## src/ncfg_pkg.sv

```systemverilog
package ncfg_pkg;
    // register indices (printed offsets are indices; byte address is four times)
    localparam logic [7:0] IDX_TX_HIGH = 8'h1D;
    localparam logic [7:0] IDX_TX_LOW = 8'h1E;
    localparam logic [7:0] IDX_PEER_RATE = 8'h1F;
    localparam logic [7:0] IDX_CONV = 8'h20;
    localparam logic [7:0] IDX_TRIM_CTRL = 8'h21;
    localparam logic [7:0] IDX_TARGET = 8'h22;
    localparam logic [7:0] IDX_TRIM_RES = 8'h23;
    localparam logic [7:0] IDX_DEPTH_CTRL = 8'h24;
    localparam logic [7:0] IDX_DEPTH_RES = 8'h25;
    localparam logic [7:0] IDX_MOD_SEG = 8'h26;
    localparam logic [7:0] IDX_NORM_SEG = 8'h27;
    localparam logic [7:0] IDX_THRESH = 8'h29;
    localparam logic [7:0] IDX_REG_CTRL = 8'h2A;
    // bit masks of writable bits, and of used bits for the peer rate and trim result words; zero bits are unused and read zero
    localparam logic [7:0] MASK_FULL = 8'hFF;
    localparam logic [7:0] MASK_TRIM_CTRL = 8'hF8;
    localparam logic [7:0] MASK_DEPTH_CTRL = 8'hFE;
    localparam logic [7:0] MASK_THRESH = 8'h7F;
    localparam logic [7:0] MASK_REG_CTRL = 8'hFE;
    localparam logic [7:0] MASK_PEER_RATE = 8'hF0;
    localparam logic [7:0] MASK_TRIM_RES = 8'hF8;
    // defaults
    localparam logic [7:0] RST_ZERO = 8'h00;
    localparam logic [7:0] RST_TARGET = 8'h80;
    localparam logic [7:0] RST_THRESH = 8'h33;
    localparam logic [7:0] SEG_ALL = 8'hFF;
    // field positions
    localparam int SRC_BIT = 7;
    localparam int TRIM_MSB = 6;
    localparam int TRIM_LSB = 3;
    localparam int TRIM_ERR_BIT = 3;
    localparam int DEPTH_MSB = 6;
    localparam int DEPTH_LSB = 1;
    localparam int REGV_MSB = 6;
    localparam int REGV_LSB = 3;
    localparam int MSEL_MSB = 2;
    localparam int MSEL_LSB = 1;
    localparam int SPLIT_MSB = 2;
    localparam logic [3:0] REGV_MIN = 4'h5;
    localparam logic [3:0] REGV_MAX = 4'hF;
    localparam logic [2:0] SPLIT_NONE = 3'h0;
    localparam logic [12:0] TX_MAX = 13'h1FFF;
endpackage

```

## src/ncfg_seg_select.sv

```systemverilog
`timescale 1ns/10ps
`default_nettype none
// picks driver segment disables for the present modulation state
module ncfg_seg_select (
    input wire logic level_source_select,
    input wire logic modulating,
    input wire logic [7:0] cal_seg,
    input wire logic [7:0] man_seg,
    input wire logic [7:0] norm_seg,
    output logic [7:0] seg_off,
    output logic drivers_hiz
);
    // manual or calibrated level while modulating, normal level otherwise
    always_comb begin
        if (modulating) begin
            seg_off = level_source_select ? man_seg : cal_seg;
        end else begin
            seg_off = norm_seg;
        end
    end
    // all segments off in normal state puts drivers in tristate
    assign drivers_hiz = !modulating && (norm_seg == ncfg_pkg::SEG_ALL);
endmodule
`default_nettype wire

```

## src/ncfg_src_select.sv

```systemverilog
`timescale 1ns/10ps
`default_nettype none
// chooses manual or command-derived code, without any check of the code
module ncfg_src_select #(
    parameter int W = 4
) (
    input wire logic manual,
    input wire logic [W-1:0] cmd_code,
    input wire logic [W-1:0] man_code,
    output logic [W-1:0] code
);
    if (W < 1) begin
        $error("width too small");
    end
    // bit 7 of the control register steers the mux
    assign code = manual ? man_code : cmd_code;
endmodule
`default_nettype wire

```

## src/ncfg_regs.sv

```systemverilog
`timescale 1ns/10ps
`default_nettype none
// Operation
// - hold 13-bit byte count, upper eight in first register, low five in second.
// - bits 2:0 of second count register give final partial byte bit count.
// - a frame ending in partial byte is sent without parity generation.
// - writable registers load defaults at power-up and set-default command.
// - read-only display registers clear at power-up and set-default command.
// - detected peer bit rate sits in bits 7:4; bits 3:0 unused.
// - anticollision set, card idle, split bits nonzero raises parity error on wakeup.
// - latest converter result readable, replaced after each conversion.
// - trim control bit 7 selects calibrated or manual trim switches.
// - manual trim bits 6:3 turn on both trim pin groups when selected.
// - 8-bit calibration target phase, default with only bit 7 set.
// - calibration stores 4-bit switch setting in 7:4, bit 3 on failure.
// - depth control bit 7 picks depth setting or per-segment disables.
// - depth result bits mark disabled segments; all ones on failure.
// - manual modulated level: each set bit disables one segment while modulating.
// - normal-level bits disable segments during unmodulated operation.
// - all ones in normal-level register put drivers in high impedance while not modulating.
// - bits 6:4 pick peer detection threshold, default code 011.
// - bits 3:0 pick collision avoidance threshold, default code 0011.
// - regulator bit 7 picks adjust-command result or manual bits 6:3.
// - bits 2:1 pick supply sampled by measure-supply command.
// - regulated voltage code valid from 1111 down to 0101 only.
module ncfg_regs (
    input wire logic clock,
    input wire logic rst,
    input wire logic hsel,
    input wire logic [31:0] haddr,
    input wire logic [1:0] htrans,
    input wire logic hwrite,
    input wire logic [2:0] hsize,
    input wire logic [31:0] hwdata,
    input wire logic hready,
    output logic hreadyout,
    output logic hresp,
    output logic [31:0] hrdata,
    input wire logic set_default,
    input wire logic rate_valid,
    input wire logic [3:0] rate_code,
    input wire logic conv_done,
    input wire logic [7:0] conv_value,
    input wire logic trim_done,
    input wire logic [3:0] trim_code,
    input wire logic trim_fail,
    input wire logic depth_done,
    input wire logic [7:0] depth_code,
    input wire logic depth_fail,
    input wire logic [3:0] reg_adjust_code,
    input wire logic modulating,
    input wire logic anticoll_enable,
    input wire logic card_idle,
    input wire logic wakeup_issue,
    output logic [12:0] tx_bytes,
    output logic [2:0] tx_split_bits,
    output logic tx_no_parity,
    output logic parity_error_event,
    output logic [3:0] trim_switches,
    output logic [7:0] target_phase,
    output logic [5:0] depth_setting,
    output logic [7:0] seg_off,
    output logic drivers_hiz,
    output logic [2:0] peer_threshold,
    output logic [3:0] ca_threshold,
    output logic [3:0] reg_voltage,
    output logic [1:0] supply_select
);
    ////////////////////////////////////////////////////////////////////////
    // state
    typedef struct packed {
        logic [7:0] tx_high;
        logic [7:0] tx_low;
        logic [7:0] peer_rate;
        logic [7:0] conv;
        logic [7:0] trim_ctrl;
        logic [7:0] target;
        logic [7:0] trim_res;
        logic [7:0] depth_ctrl;
        logic [7:0] depth_res;
        logic [7:0] mod_seg;
        logic [7:0] norm_seg;
        logic [7:0] thresh;
        logic [7:0] reg_ctrl;
        logic dph;
        logic dph_write;
        logic [7:0] dph_idx;
        logic [31:0] rdata;
        logic par_evt;
        logic no_parity;
        logic [3:0] trim_sw;
        logic [7:0] seg;
        logic hiz;
        logic [3:0] regv;
    } ncfg_state_type;

    ncfg_state_type state_reg;
    ncfg_state_type state_next;
    logic [3:0] trim_mux;
    logic [3:0] regv_mux;
    logic [7:0] seg_mux;
    logic hiz_mux;

    // byte address to register index
    function automatic logic [7:0] addr_index(input logic [31:0] a);
        return a[9:2];
    endfunction

    // masked write of a byte: only the listed bits change
    function automatic logic [7:0] wmask(input logic [7:0] old, input logic [7:0] d, input logic [7:0] m);
        return (old & ~m) | (d & m);
    endfunction

    // true when a manual regulator code is one of the eleven valid ones
    function automatic logic regv_valid(input logic [3:0] c);
        return (c >= ncfg_pkg::REGV_MIN) && (c <= ncfg_pkg::REGV_MAX);
    endfunction

    ////////////////////////////////////////////////////////////////////////
    // source muxes and segment selection
    ncfg_src_select #(.W(4)) u_trim_src (
        .manual(state_reg.trim_ctrl[ncfg_pkg::SRC_BIT]),
        .cmd_code(state_reg.trim_res[7:4]),
        .man_code(state_reg.trim_ctrl[ncfg_pkg::TRIM_MSB:ncfg_pkg::TRIM_LSB]),
        .code(trim_mux)
    );

    ncfg_src_select #(.W(4)) u_regv_src (
        .manual(state_reg.reg_ctrl[ncfg_pkg::SRC_BIT]),
        .cmd_code(reg_adjust_code),
        .man_code(state_reg.reg_ctrl[ncfg_pkg::REGV_MSB:ncfg_pkg::REGV_LSB]),
        .code(regv_mux)
    );

    ncfg_seg_select u_seg (
        .level_source_select(state_reg.depth_ctrl[ncfg_pkg::SRC_BIT]),
        .modulating(modulating),
        .cal_seg(state_reg.depth_res),
        .man_seg(state_reg.mod_seg),
        .norm_seg(state_reg.norm_seg),
        .seg_off(seg_mux),
        .drivers_hiz(hiz_mux)
    );

    ////////////////////////////////////////////////////////////////////////
    // next-state logic
    always_comb begin
        logic [7:0] d;
        d = hwdata[7:0];
        state_next = state_reg;
        // address phase capture; reads answered from the address-phase address, index kept for writes
        state_next.dph = hsel && hready && htrans[1];
        state_next.dph_write = hwrite;
        state_next.dph_idx = addr_index(haddr);
        if (hsel && hready && htrans[1] && !hwrite) begin
            unique case (addr_index(haddr))
                ncfg_pkg::IDX_TX_HIGH: state_next.rdata = {24'h000000, state_reg.tx_high};
                ncfg_pkg::IDX_TX_LOW: state_next.rdata = {24'h000000, state_reg.tx_low};
                ncfg_pkg::IDX_PEER_RATE: state_next.rdata = {24'h000000, state_reg.peer_rate};
                ncfg_pkg::IDX_CONV: state_next.rdata = {24'h000000, state_reg.conv};
                ncfg_pkg::IDX_TRIM_CTRL: state_next.rdata = {24'h000000, state_reg.trim_ctrl};
                ncfg_pkg::IDX_TARGET: state_next.rdata = {24'h000000, state_reg.target};
                ncfg_pkg::IDX_TRIM_RES: state_next.rdata = {24'h000000, state_reg.trim_res};
                ncfg_pkg::IDX_DEPTH_CTRL: state_next.rdata = {24'h000000, state_reg.depth_ctrl};
                ncfg_pkg::IDX_DEPTH_RES: state_next.rdata = {24'h000000, state_reg.depth_res};
                ncfg_pkg::IDX_MOD_SEG: state_next.rdata = {24'h000000, state_reg.mod_seg};
                ncfg_pkg::IDX_NORM_SEG: state_next.rdata = {24'h000000, state_reg.norm_seg};
                ncfg_pkg::IDX_THRESH: state_next.rdata = {24'h000000, state_reg.thresh};
                ncfg_pkg::IDX_REG_CTRL: state_next.rdata = {24'h000000, state_reg.reg_ctrl};
                default: state_next.rdata = 32'h00000000; // unmapped reads zero
            endcase
        end
        // data-phase writes; read-only and unused bits are untouched
        if (state_reg.dph && state_reg.dph_write) begin
            unique case (state_reg.dph_idx)
                ncfg_pkg::IDX_TX_HIGH: state_next.tx_high = d;
                ncfg_pkg::IDX_TX_LOW: state_next.tx_low = d;
                ncfg_pkg::IDX_TRIM_CTRL:
                    state_next.trim_ctrl = wmask(state_reg.trim_ctrl, d, ncfg_pkg::MASK_TRIM_CTRL);
                ncfg_pkg::IDX_TARGET: state_next.target = d;
                ncfg_pkg::IDX_DEPTH_CTRL:
                    state_next.depth_ctrl = wmask(state_reg.depth_ctrl, d, ncfg_pkg::MASK_DEPTH_CTRL);
                ncfg_pkg::IDX_MOD_SEG: state_next.mod_seg = d;
                ncfg_pkg::IDX_NORM_SEG: state_next.norm_seg = d;
                ncfg_pkg::IDX_THRESH:
                    state_next.thresh = wmask(state_reg.thresh, d, ncfg_pkg::MASK_THRESH);
                ncfg_pkg::IDX_REG_CTRL: begin
                    // an invalid manual voltage code is refused, keeping the old byte
                    if (regv_valid(d[ncfg_pkg::REGV_MSB:ncfg_pkg::REGV_LSB])) begin
                        state_next.reg_ctrl = wmask(state_reg.reg_ctrl, d, ncfg_pkg::MASK_REG_CTRL);
                    end
                end
                default: ;
            endcase
        end
        // display registers follow the analog and command results
        if (rate_valid) begin
            state_next.peer_rate = {rate_code, 4'h0};
        end
        if (conv_done) begin
            state_next.conv = conv_value;
        end
        if (trim_done) begin
            state_next.trim_res = {trim_code, trim_fail, 3'h0};
        end
        if (depth_done) begin
            state_next.depth_res = depth_fail ? ncfg_pkg::SEG_ALL : depth_code;
        end
        // derived outputs, registered
        // taken from the register in effect, so after a restore the flag lags the cleared register by one cycle
        state_next.no_parity = state_reg.tx_low[ncfg_pkg::SPLIT_MSB:0] != ncfg_pkg::SPLIT_NONE;
        state_next.par_evt = anticoll_enable && card_idle && wakeup_issue
            && (state_reg.tx_low[ncfg_pkg::SPLIT_MSB:0] != ncfg_pkg::SPLIT_NONE);
        state_next.trim_sw = trim_mux;
        state_next.seg = seg_mux;
        state_next.hiz = hiz_mux;
        state_next.regv = regv_mux;
        // set-default command restores every register
        if (set_default) begin
            state_next.tx_high = ncfg_pkg::RST_ZERO;
            state_next.tx_low = ncfg_pkg::RST_ZERO;
            state_next.trim_ctrl = ncfg_pkg::RST_ZERO;
            state_next.target = ncfg_pkg::RST_TARGET;
            state_next.depth_ctrl = ncfg_pkg::RST_ZERO;
            state_next.mod_seg = ncfg_pkg::RST_ZERO;
            state_next.norm_seg = ncfg_pkg::RST_ZERO;
            state_next.thresh = ncfg_pkg::RST_THRESH;
            state_next.reg_ctrl = ncfg_pkg::RST_ZERO;
            state_next.peer_rate = ncfg_pkg::RST_ZERO;
            state_next.conv = ncfg_pkg::RST_ZERO;
            state_next.trim_res = ncfg_pkg::RST_ZERO;
            state_next.depth_res = ncfg_pkg::RST_ZERO;
        end
    end

    ////////////////////////////////////////////////////////////////////////
    // state register
    always_ff @(posedge clock) begin
        if (rst) begin
            state_reg <= '0;
            state_reg.target <= ncfg_pkg::RST_TARGET;
            state_reg.thresh <= ncfg_pkg::RST_THRESH;
        end else begin
            state_reg <= state_next;
        end
    end

    // outputs straight from flip-flops; bus ready and response tied to constants
    assign hreadyout = 1'b1;
    assign hresp = 1'b0;
    assign hrdata = state_reg.rdata;
    assign tx_bytes = {state_reg.tx_high, state_reg.tx_low[7:3]};
    assign tx_split_bits = state_reg.tx_low[ncfg_pkg::SPLIT_MSB:0];
    assign tx_no_parity = state_reg.no_parity;
    assign parity_error_event = state_reg.par_evt;
    assign trim_switches = state_reg.trim_sw;
    assign target_phase = state_reg.target;
    assign depth_setting = state_reg.depth_ctrl[ncfg_pkg::DEPTH_MSB:ncfg_pkg::DEPTH_LSB];
    assign seg_off = state_reg.seg;
    assign drivers_hiz = state_reg.hiz;
    assign peer_threshold = state_reg.thresh[6:4];
    assign ca_threshold = state_reg.thresh[3:0];
    assign reg_voltage = state_reg.regv;
    assign supply_select = state_reg.reg_ctrl[ncfg_pkg::MSEL_MSB:ncfg_pkg::MSEL_LSB];

    ////////////////////////////////////////////////////////////////////////
    // checks
    chk_default_target: assert property (@(posedge clock) disable iff (rst)
        $past(set_default) |-> state_reg.target == ncfg_pkg::RST_TARGET)
        else $error("target default not restored");
    chk_display_clear: assert property (@(posedge clock) disable iff (rst)
        $past(set_default) |-> state_reg.conv == 8'h00 && state_reg.depth_res == 8'h00)
        else $error("display not cleared");
    chk_rate_low_zero: assert property (@(posedge clock) disable iff (rst)
        state_reg.peer_rate[3:0] == 4'h0)
        else $error("peer rate low bits nonzero");
    chk_conv_update: assert property (@(posedge clock) disable iff (rst)
        conv_done && !set_default |=> state_reg.conv == $past(conv_value))
        else $error("converter result not stored");
    chk_trim_result: assert property (@(posedge clock) disable iff (rst)
        trim_done && !set_default |=> state_reg.trim_res == {$past(trim_code), $past(trim_fail), 3'h0})
        else $error("trim result not stored");
    chk_depth_fail_ones: assert property (@(posedge clock) disable iff (rst)
        depth_done && depth_fail && !set_default |=> state_reg.depth_res == 8'hFF)
        else $error("depth failure not all ones");
    chk_readonly_write: assert property (@(posedge clock) disable iff (rst)
        state_reg.dph && state_reg.dph_write && state_reg.dph_idx == ncfg_pkg::IDX_CONV && !conv_done && !set_default
        |=> $stable(state_reg.conv))
        else $error("read-only word written");
    chk_unused_zero: assert property (@(posedge clock) disable iff (rst)
        state_reg.trim_ctrl[2:0] == 3'h0 && state_reg.thresh[7] == 1'b0 && state_reg.reg_ctrl[0] == 1'b0
        && state_reg.depth_ctrl[0] == 1'b0)
        else $error("unused bit set");

    // framing flags
    chk_no_parity_split: assert property (@(posedge clock) disable iff (rst)
        tx_no_parity == ($past(tx_split_bits) != 3'h0))
        else $error("parity suppression wrong");
    chk_parity_evt: assert property (@(posedge clock) disable iff (rst)
        anticoll_enable && card_idle && wakeup_issue && tx_split_bits != 3'h0 |=> parity_error_event)
        else $error("parity error not raised");

    // sources and segments, one cycle behind their controls; manual voltage code range checked in the same cycle
    chk_trim_calib: assert property (@(posedge clock) disable iff (rst)
        !state_reg.trim_ctrl[7] |=> trim_switches == $past(state_reg.trim_res[7:4]))
        else $error("calibrated trim not applied");
    chk_manual_trim: assert property (@(posedge clock) disable iff (rst)
        state_reg.trim_ctrl[7] && $stable(state_reg.trim_ctrl) |=> trim_switches == $past(state_reg.trim_ctrl[6:3]))
        else $error("manual trim not applied");
    chk_seg_calib: assert property (@(posedge clock) disable iff (rst)
        modulating && !state_reg.depth_ctrl[7] |=> seg_off == $past(state_reg.depth_res))
        else $error("calibrated level not applied");
    chk_seg_manual: assert property (@(posedge clock) disable iff (rst)
        modulating && state_reg.depth_ctrl[7] |=> seg_off == $past(state_reg.mod_seg))
        else $error("manual level not applied");
    chk_seg_normal: assert property (@(posedge clock) disable iff (rst)
        !modulating |=> seg_off == $past(state_reg.norm_seg))
        else $error("normal level not applied");
    chk_hiz_drive: assert property (@(posedge clock) disable iff (rst)
        !modulating && state_reg.norm_seg == 8'hFF |=> drivers_hiz)
        else $error("drivers not tristated");
    chk_hiz_modulating: assert property (@(posedge clock) disable iff (rst)
        modulating |=> !drivers_hiz)
        else $error("drivers tristated while modulating");
    chk_regv_manual: assert property (@(posedge clock) disable iff (rst)
        state_reg.reg_ctrl[7] |=> reg_voltage == $past(state_reg.reg_ctrl[6:3]))
        else $error("manual voltage not applied");
    chk_regv_valid: assert property (@(posedge clock) disable iff (rst)
        state_reg.reg_ctrl[7] |-> state_reg.reg_ctrl[6:3] >= 4'h5)
        else $error("invalid manual voltage code");

    // main scenarios
    cov_write_tx: cover property (@(posedge clock) state_reg.dph && state_reg.dph_write
        && state_reg.dph_idx == ncfg_pkg::IDX_TX_LOW);
    cov_trim_fail: cover property (@(posedge clock) trim_done && trim_fail);
    cov_manual_mod: cover property (@(posedge clock) modulating && state_reg.depth_ctrl[7]);
    cov_set_default: cover property (@(posedge clock) set_default);
    cov_parity_event: cover property (@(posedge clock) parity_error_event);
endmodule
`default_nettype wire

```

## config.mk

```make
export PLATFORM = sky130hd
export DESIGN_NAME = ncfg_regs
export DESIGN_NICKNAME = d
export VERILOG_FILES = /design/src/ncfg_pkg.sv /design/src/ncfg_seg_select.sv /design/src/ncfg_src_select.sv /design/src/ncfg_regs.sv
export SDC_FILE = /design/constraint.sdc
export NUM_CORES = 1
export LEC_CHECK = 0
export BUFFER_PORTS_ARGS = -buffer_cell sky130_fd_sc_hd__buf_4
export CAP_MARGIN = 20
export CELL_PAD_IN_SITES_DETAIL_PLACEMENT = 0
export CELL_PAD_IN_SITES_GLOBAL_PLACEMENT = 2
export CORE_ASPECT_RATIO = 2
export CORE_MARGIN = 2
export CORE_UTILIZATION = 32
export DETAILED_ROUTE_END_ITERATION = 8
export PLACE_DENSITY = 0.83
export REMOVE_ABC_BUFFERS = 1
export SLEW_MARGIN = 0
export SYNTH_ARGS = -nofsm -noshare
export SYNTH_HDL_FRONTEND = slang
export SYNTH_HIERARCHICAL = 1
export SYNTH_SLANG_ARGS = --single-unit
```

## constraint.sdc

```tcl
create_clock -name clock -period 4 [get_ports clock]
set_clock_uncertainty 0.1 [all_clocks]
set_input_delay 0.2 -clock clock [delete_from_list [all_inputs] [get_ports clock]]
set_output_delay 0.2 -clock clock [all_outputs]
set_load 0.1 [all_outputs]
```

Yosys cells after proc, flatten, opt, wreduce, memory -nomap -nowiden. Cells that the tools add are included.

Register bits after elaboration: 158. Bits of input ports: 113.

$lt $le $gt $ge: 2. Equality and inequality tests: 23. Mux-type cells: 6. Bitwise operators: 4. Reductions and logical operators: 22.

Operator list (number): 8-bit by 6-bit == test with 1-bit output, second input constant (17); 8-bit case mux with 13 select lines (1); 8-bit by 5-bit == test with 1-bit output, second input constant (5); 8-bit two-way mux (3); 1-bit by 8-bit OR with 8-bit output (2); 2-bit AND reduction (8); 1-bit logical AND (9); 8-bit == test, second input constant (1); 4-bit two-way mux (2); 3-bit by 8-bit OR with 8-bit output (1); 8-bit by 7-bit OR with 8-bit output (1); 4-bit by 3-bit >= comparator with 1-bit output, second input constant (1); 4-bit less-or-equal comparator, second input constant (1); 3-bit AND reduction (1); 3-bit nonzero test (1); 1-bit zero test (2); 2-bit OR reduction (1).

Depth between registers and ports, before layout.
Word-level depth: 3. Mapped depth: 7. Depth with buffers taken out: 5.

Hierarchy. The synthesis kept the hierarchy.

By module, submodules not included: ncfg_regs (instances 1, cells each 639, area an instance 5921.9 µm², sequential area each 2562.5 µm²); ncfg_seg_select (instances 1, cells each 31, area an instance 206.4 µm², sequential area each 0.0 µm²); ncfg_src_select (instances 2, cells each 4, area an instance 45.0 µm², sequential area each 0.0 µm²).

Worst setup path before layout. No wires, ideal clock.

Path type: register to register. From: register state_reg[55] (netlist name). To: register state_reg[132] (netlist name). Arrival time: 1498 ps. Required time: 3772 ps. Slack: 2274 ps. Stages on the path, launching flop included: 7. Path buffers: 1. Period minus slack after synthesis: 1726 ps. Cell sequence: dfxtp_1 > nor4b_2 > nand2b_1 > clkbuf_1 > nor2_2 > mux2i_1 > nor2_1.

Cells in the longest elaborated chain, start to end: 2.

RTL lines: start, declared (RTL line ncfg_regs.sv:97) `ncfg_state_type state_reg;`; start signal, assigned (RTL line ncfg_regs.sv:244) `state_reg <= state_next;`; 8-bit by 6-bit == test with 1-bit output (RTL line ncfg_regs.sv:175) `unique case (state_reg.dph_idx)`; 2-bit AND reduction (no source line).

Every way passes these cells. A chain may end at the register's enable or synchronous reset.

Final worst setup path.
From: register state_reg[55] (netlist name). To: register state_reg (netlist bit depth_setting[5]).

The elaborated chain is that of the path after synthesis.

==> run_results.csv <==
group,metric,value,unit
global_route,antenna_found_initial,0,
critical_path,required,4190,ps
placement,placed_cell_area,0.00675,mm²
logic_synthesis,synth-edff-count,0,
logic_synthesis,ys_warn_count,6,
layout,final_common_cell,"buf_4",
timing,fmax,417,MHz
critical_path,critPathMaxStageDelay,660,ps
critical_path,slowest_stage,"nor4_4",
clocking,cts_root_buffer,"clkbuf_16",
clocking,clock_path_buffers,2,
critical_path,crit_buf_inv,0,
timing,rsz0062_at_grt,"false",
layout,largest_reg_flops,62,
placement,placed_cells,959,
layout,syn_to_final_growth,25.9,%
logic_synthesis,ys_ff_latch,128,
timing,fin_tns_setup,0,ps
timing,worstMarginPinSlew,738,ps
global_route,grt_max_degree,36,
power_and_ir_drop,leakage,3.20,nW
job,maxCapViolCount,0,
global_route,grt_pass1_wl,29900,µm
timing,finalMaxSlewViolations,0,
critical_path,cp_cell_sequence,"nor4b_2 -> nand2b_1 -> nor4_4 -> mux2i_1 -> nor2_1",
logic_synthesis,async_flop_share,0,
global_route,overflow,0,
layout,antenna-diode-count,0,
global_route,grt_pass1_vias,5041,
die,io_pins,205,
logic_synthesis,synthFlopType,"dfxtp_1",
logic_synthesis,synthCells,678,
logic_synthesis,syn_avg_cell_area,9.17,µm²
critical_path,cp-start-kind,"register",
critical_path,critPathLaunch,"state_reg[55]",
logic_synthesis,ys_seq_area_frac,0.412,
global_route,busiest_layer,"met2",
global_route,grt_util_all_layers,0.198,
outcome,status,"completed",
layout,stdcell_area,0.00783,mm²
detailed_routing,post_drt_wl_per_cell,19.6,µm
worst_hold_path,min_path_type,"in -> reg",
clocking,cts_tree,"built",
detailed_routing,ant_nets,0,
placement,portBuffers,126,
detailed_routing,routed_wl,20300,µm
timing,holdWs,16.3,ps
global_route,use_met1,0.199,
layout,final_cell_mix,"buf_4, dfxtp_1, nor2_1, mux2i_1, dlygate4sd3_1",
clocking,insertion_delay,420,ps
detailed_routing,vias,5061,
global_route,use_met2,0.385,
detailed_routing,drt_first_pass_iters,5,
timing,min_period_over_period,0.600,
placement,globalplace.congestion,0.890,
placement,hpwl,15100,µm
timing,relSlewSlack,0.506,
die,die_h,201,µm
logic_synthesis,synthesis.area,0.00622,mm²
detailed_routing,routed_via_density,4.89,
clocking,ctsHtreeMaxLevel,4,
layout,stdcell_count,1035,
critical_path,critPathMaxFanout,11,
clocking,cts_setup_buffers,0,
detailed_routing,drt-initial-drc-count,194,
power_and_ir_drop,power_density,430,mW/mm²
power_and_ir_drop,ir_worst_vdd,0.186,mV
die,start_util,0.324,
die,rows,72,
logic_synthesis,synth.distinct_cells,52,
detailed_routing,drc,0,
power_and_ir_drop,power,3.36,mW
die,dieArea,0.0206,mm²
clocking,cts_sinks,128,
critical_path,worst-setup-path-type,"reg -> reg",
critical_path,worstSetupEndpointType,"register",
critical_path,critPathArrivalTime,2590,ps
layout,drive_gt1_frac,0.241,
timing,fin_crit,2400,ps
clocking,numCtsBuffers,17,
global_route,grtUsageMet3,0.0306,
worst_hold_path,hp-start,"depth_done",
timing,final-setup-viol-count,0,
die,dieWidth,103,µm
clocking,path_clk_slew,60,ps
critical_path,worst_path_dominant_cell_family,"simple AND/OR/NAND/NOR gates",
die,fp.coreArea,0.0192,mm²
critical_path,r2r_start,"state_reg[55]",
layout,nets,876,
timing,hold_violations,0,
-- worst reg2reg max path, stage by stage (launching register included) --
cell and delay [ps]:
dfxtp_1 320, nor4b_2 440, nand2b_1 430, nor4_4 660
mux2i_1 270, nor2_1 60
-- where the power goes --
| group | leakage (nW) | internal (mW) | switching [mW] |
|---|---|---|---|
| Sequential | 1.04 | 1.30 | 0.0145 |
| Combinational | 1.87 | 0.120 | 0.281 |
| Clock | 0.294 | 1.05 | 0.601 |
-- per-layer routing --
layer,share of wire,vias to the layer above,routed length [µm]
li1,-,2402,-
met1,0.35,2450,7170
met2,0.58,181,11700
met3,0.043,28,874
met4,0.028,0,574
met5,0,-,0
-- logic make-up (layout without fill, tap and decap cells) --
kind of cell,after synthesis,count (layout),synth area share
compound gates,89,89,0.0899
buf+inv,134,208,0.139
flops,128,128,0.412
mux,109,109,0.186
other cells,2,26,0.00121
simple gates,216,216,0.172
-- timing repair --
item	4_1_cts	5_1_grt
hold endpoints to repair	38	0
hold buffers	44	0
gates resized for setup	0	0
-- path summary, 6_finish.rpt --
| check | endpoint | slack, ps | depth (start not counted) |
|---|---|---|---|
| hold / removal | state_reg[93] | 20 | 3 |
| setup / recovery | depth_setting[5] | 1600 | 5 |
| setup reg to reg | depth_setting[5] | 1600 | 5 |
| hold reg to reg | hrdata[1] | 360 | 2 |
-- synth_stat cells, types with 5 or more instances --
| cell type | number | area, µm² |
|---|---|---|
| dfxtp_1 | 128 | 2560 |
| nor2_1 | 103 | 387 |
| mux2i_1 | 92 | 921 |
| buf_4 | 90 | 676 |
| nand2_1 | 37 | 139 |
| nor2b_1 | 30 | 188 |
| a21oi_1 | 25 | 125 |
| clkbuf_1 | 25 | 93.8 |
| o21ai_0 | 14 | 70.1 |
| mux2_2 | 13 | 146 |
| a22oi_1 | 12 | 90.1 |
| o22ai_1 | 12 | 75.1 |
| buf_1 | 8 | 30.0 |
| buf_2 | 7 | 35.0 |
| nand3_1 | 7 | 35.0 |
| nand2b_1 | 5 | 31.3 |
-- layout make-up --
class / instances / area, µm²
Inverter: 2 / 7.51
Sequential cell: 128 / 2560
Tap cell: 259 / 324
Timing Repair Buffer: 174 / 1420
Multi-Input combinational cell: 440 / 2880
Clock inverter: 11 / 154
Clock buffer: 21 / 480
Fill cell: 1908 / 11400
-- through the flow --
stage          setup WS, ps  utilization
2_1_floorplan          2050            -
3_3_place_gp           1630        0.352
3_5_place_dp           1590        0.352
4_1_cts                1570        0.408
5_1_grt                1420        0.408
6_report               1600        0.408
Note: power is estimated with default switching activity, not from simulation.
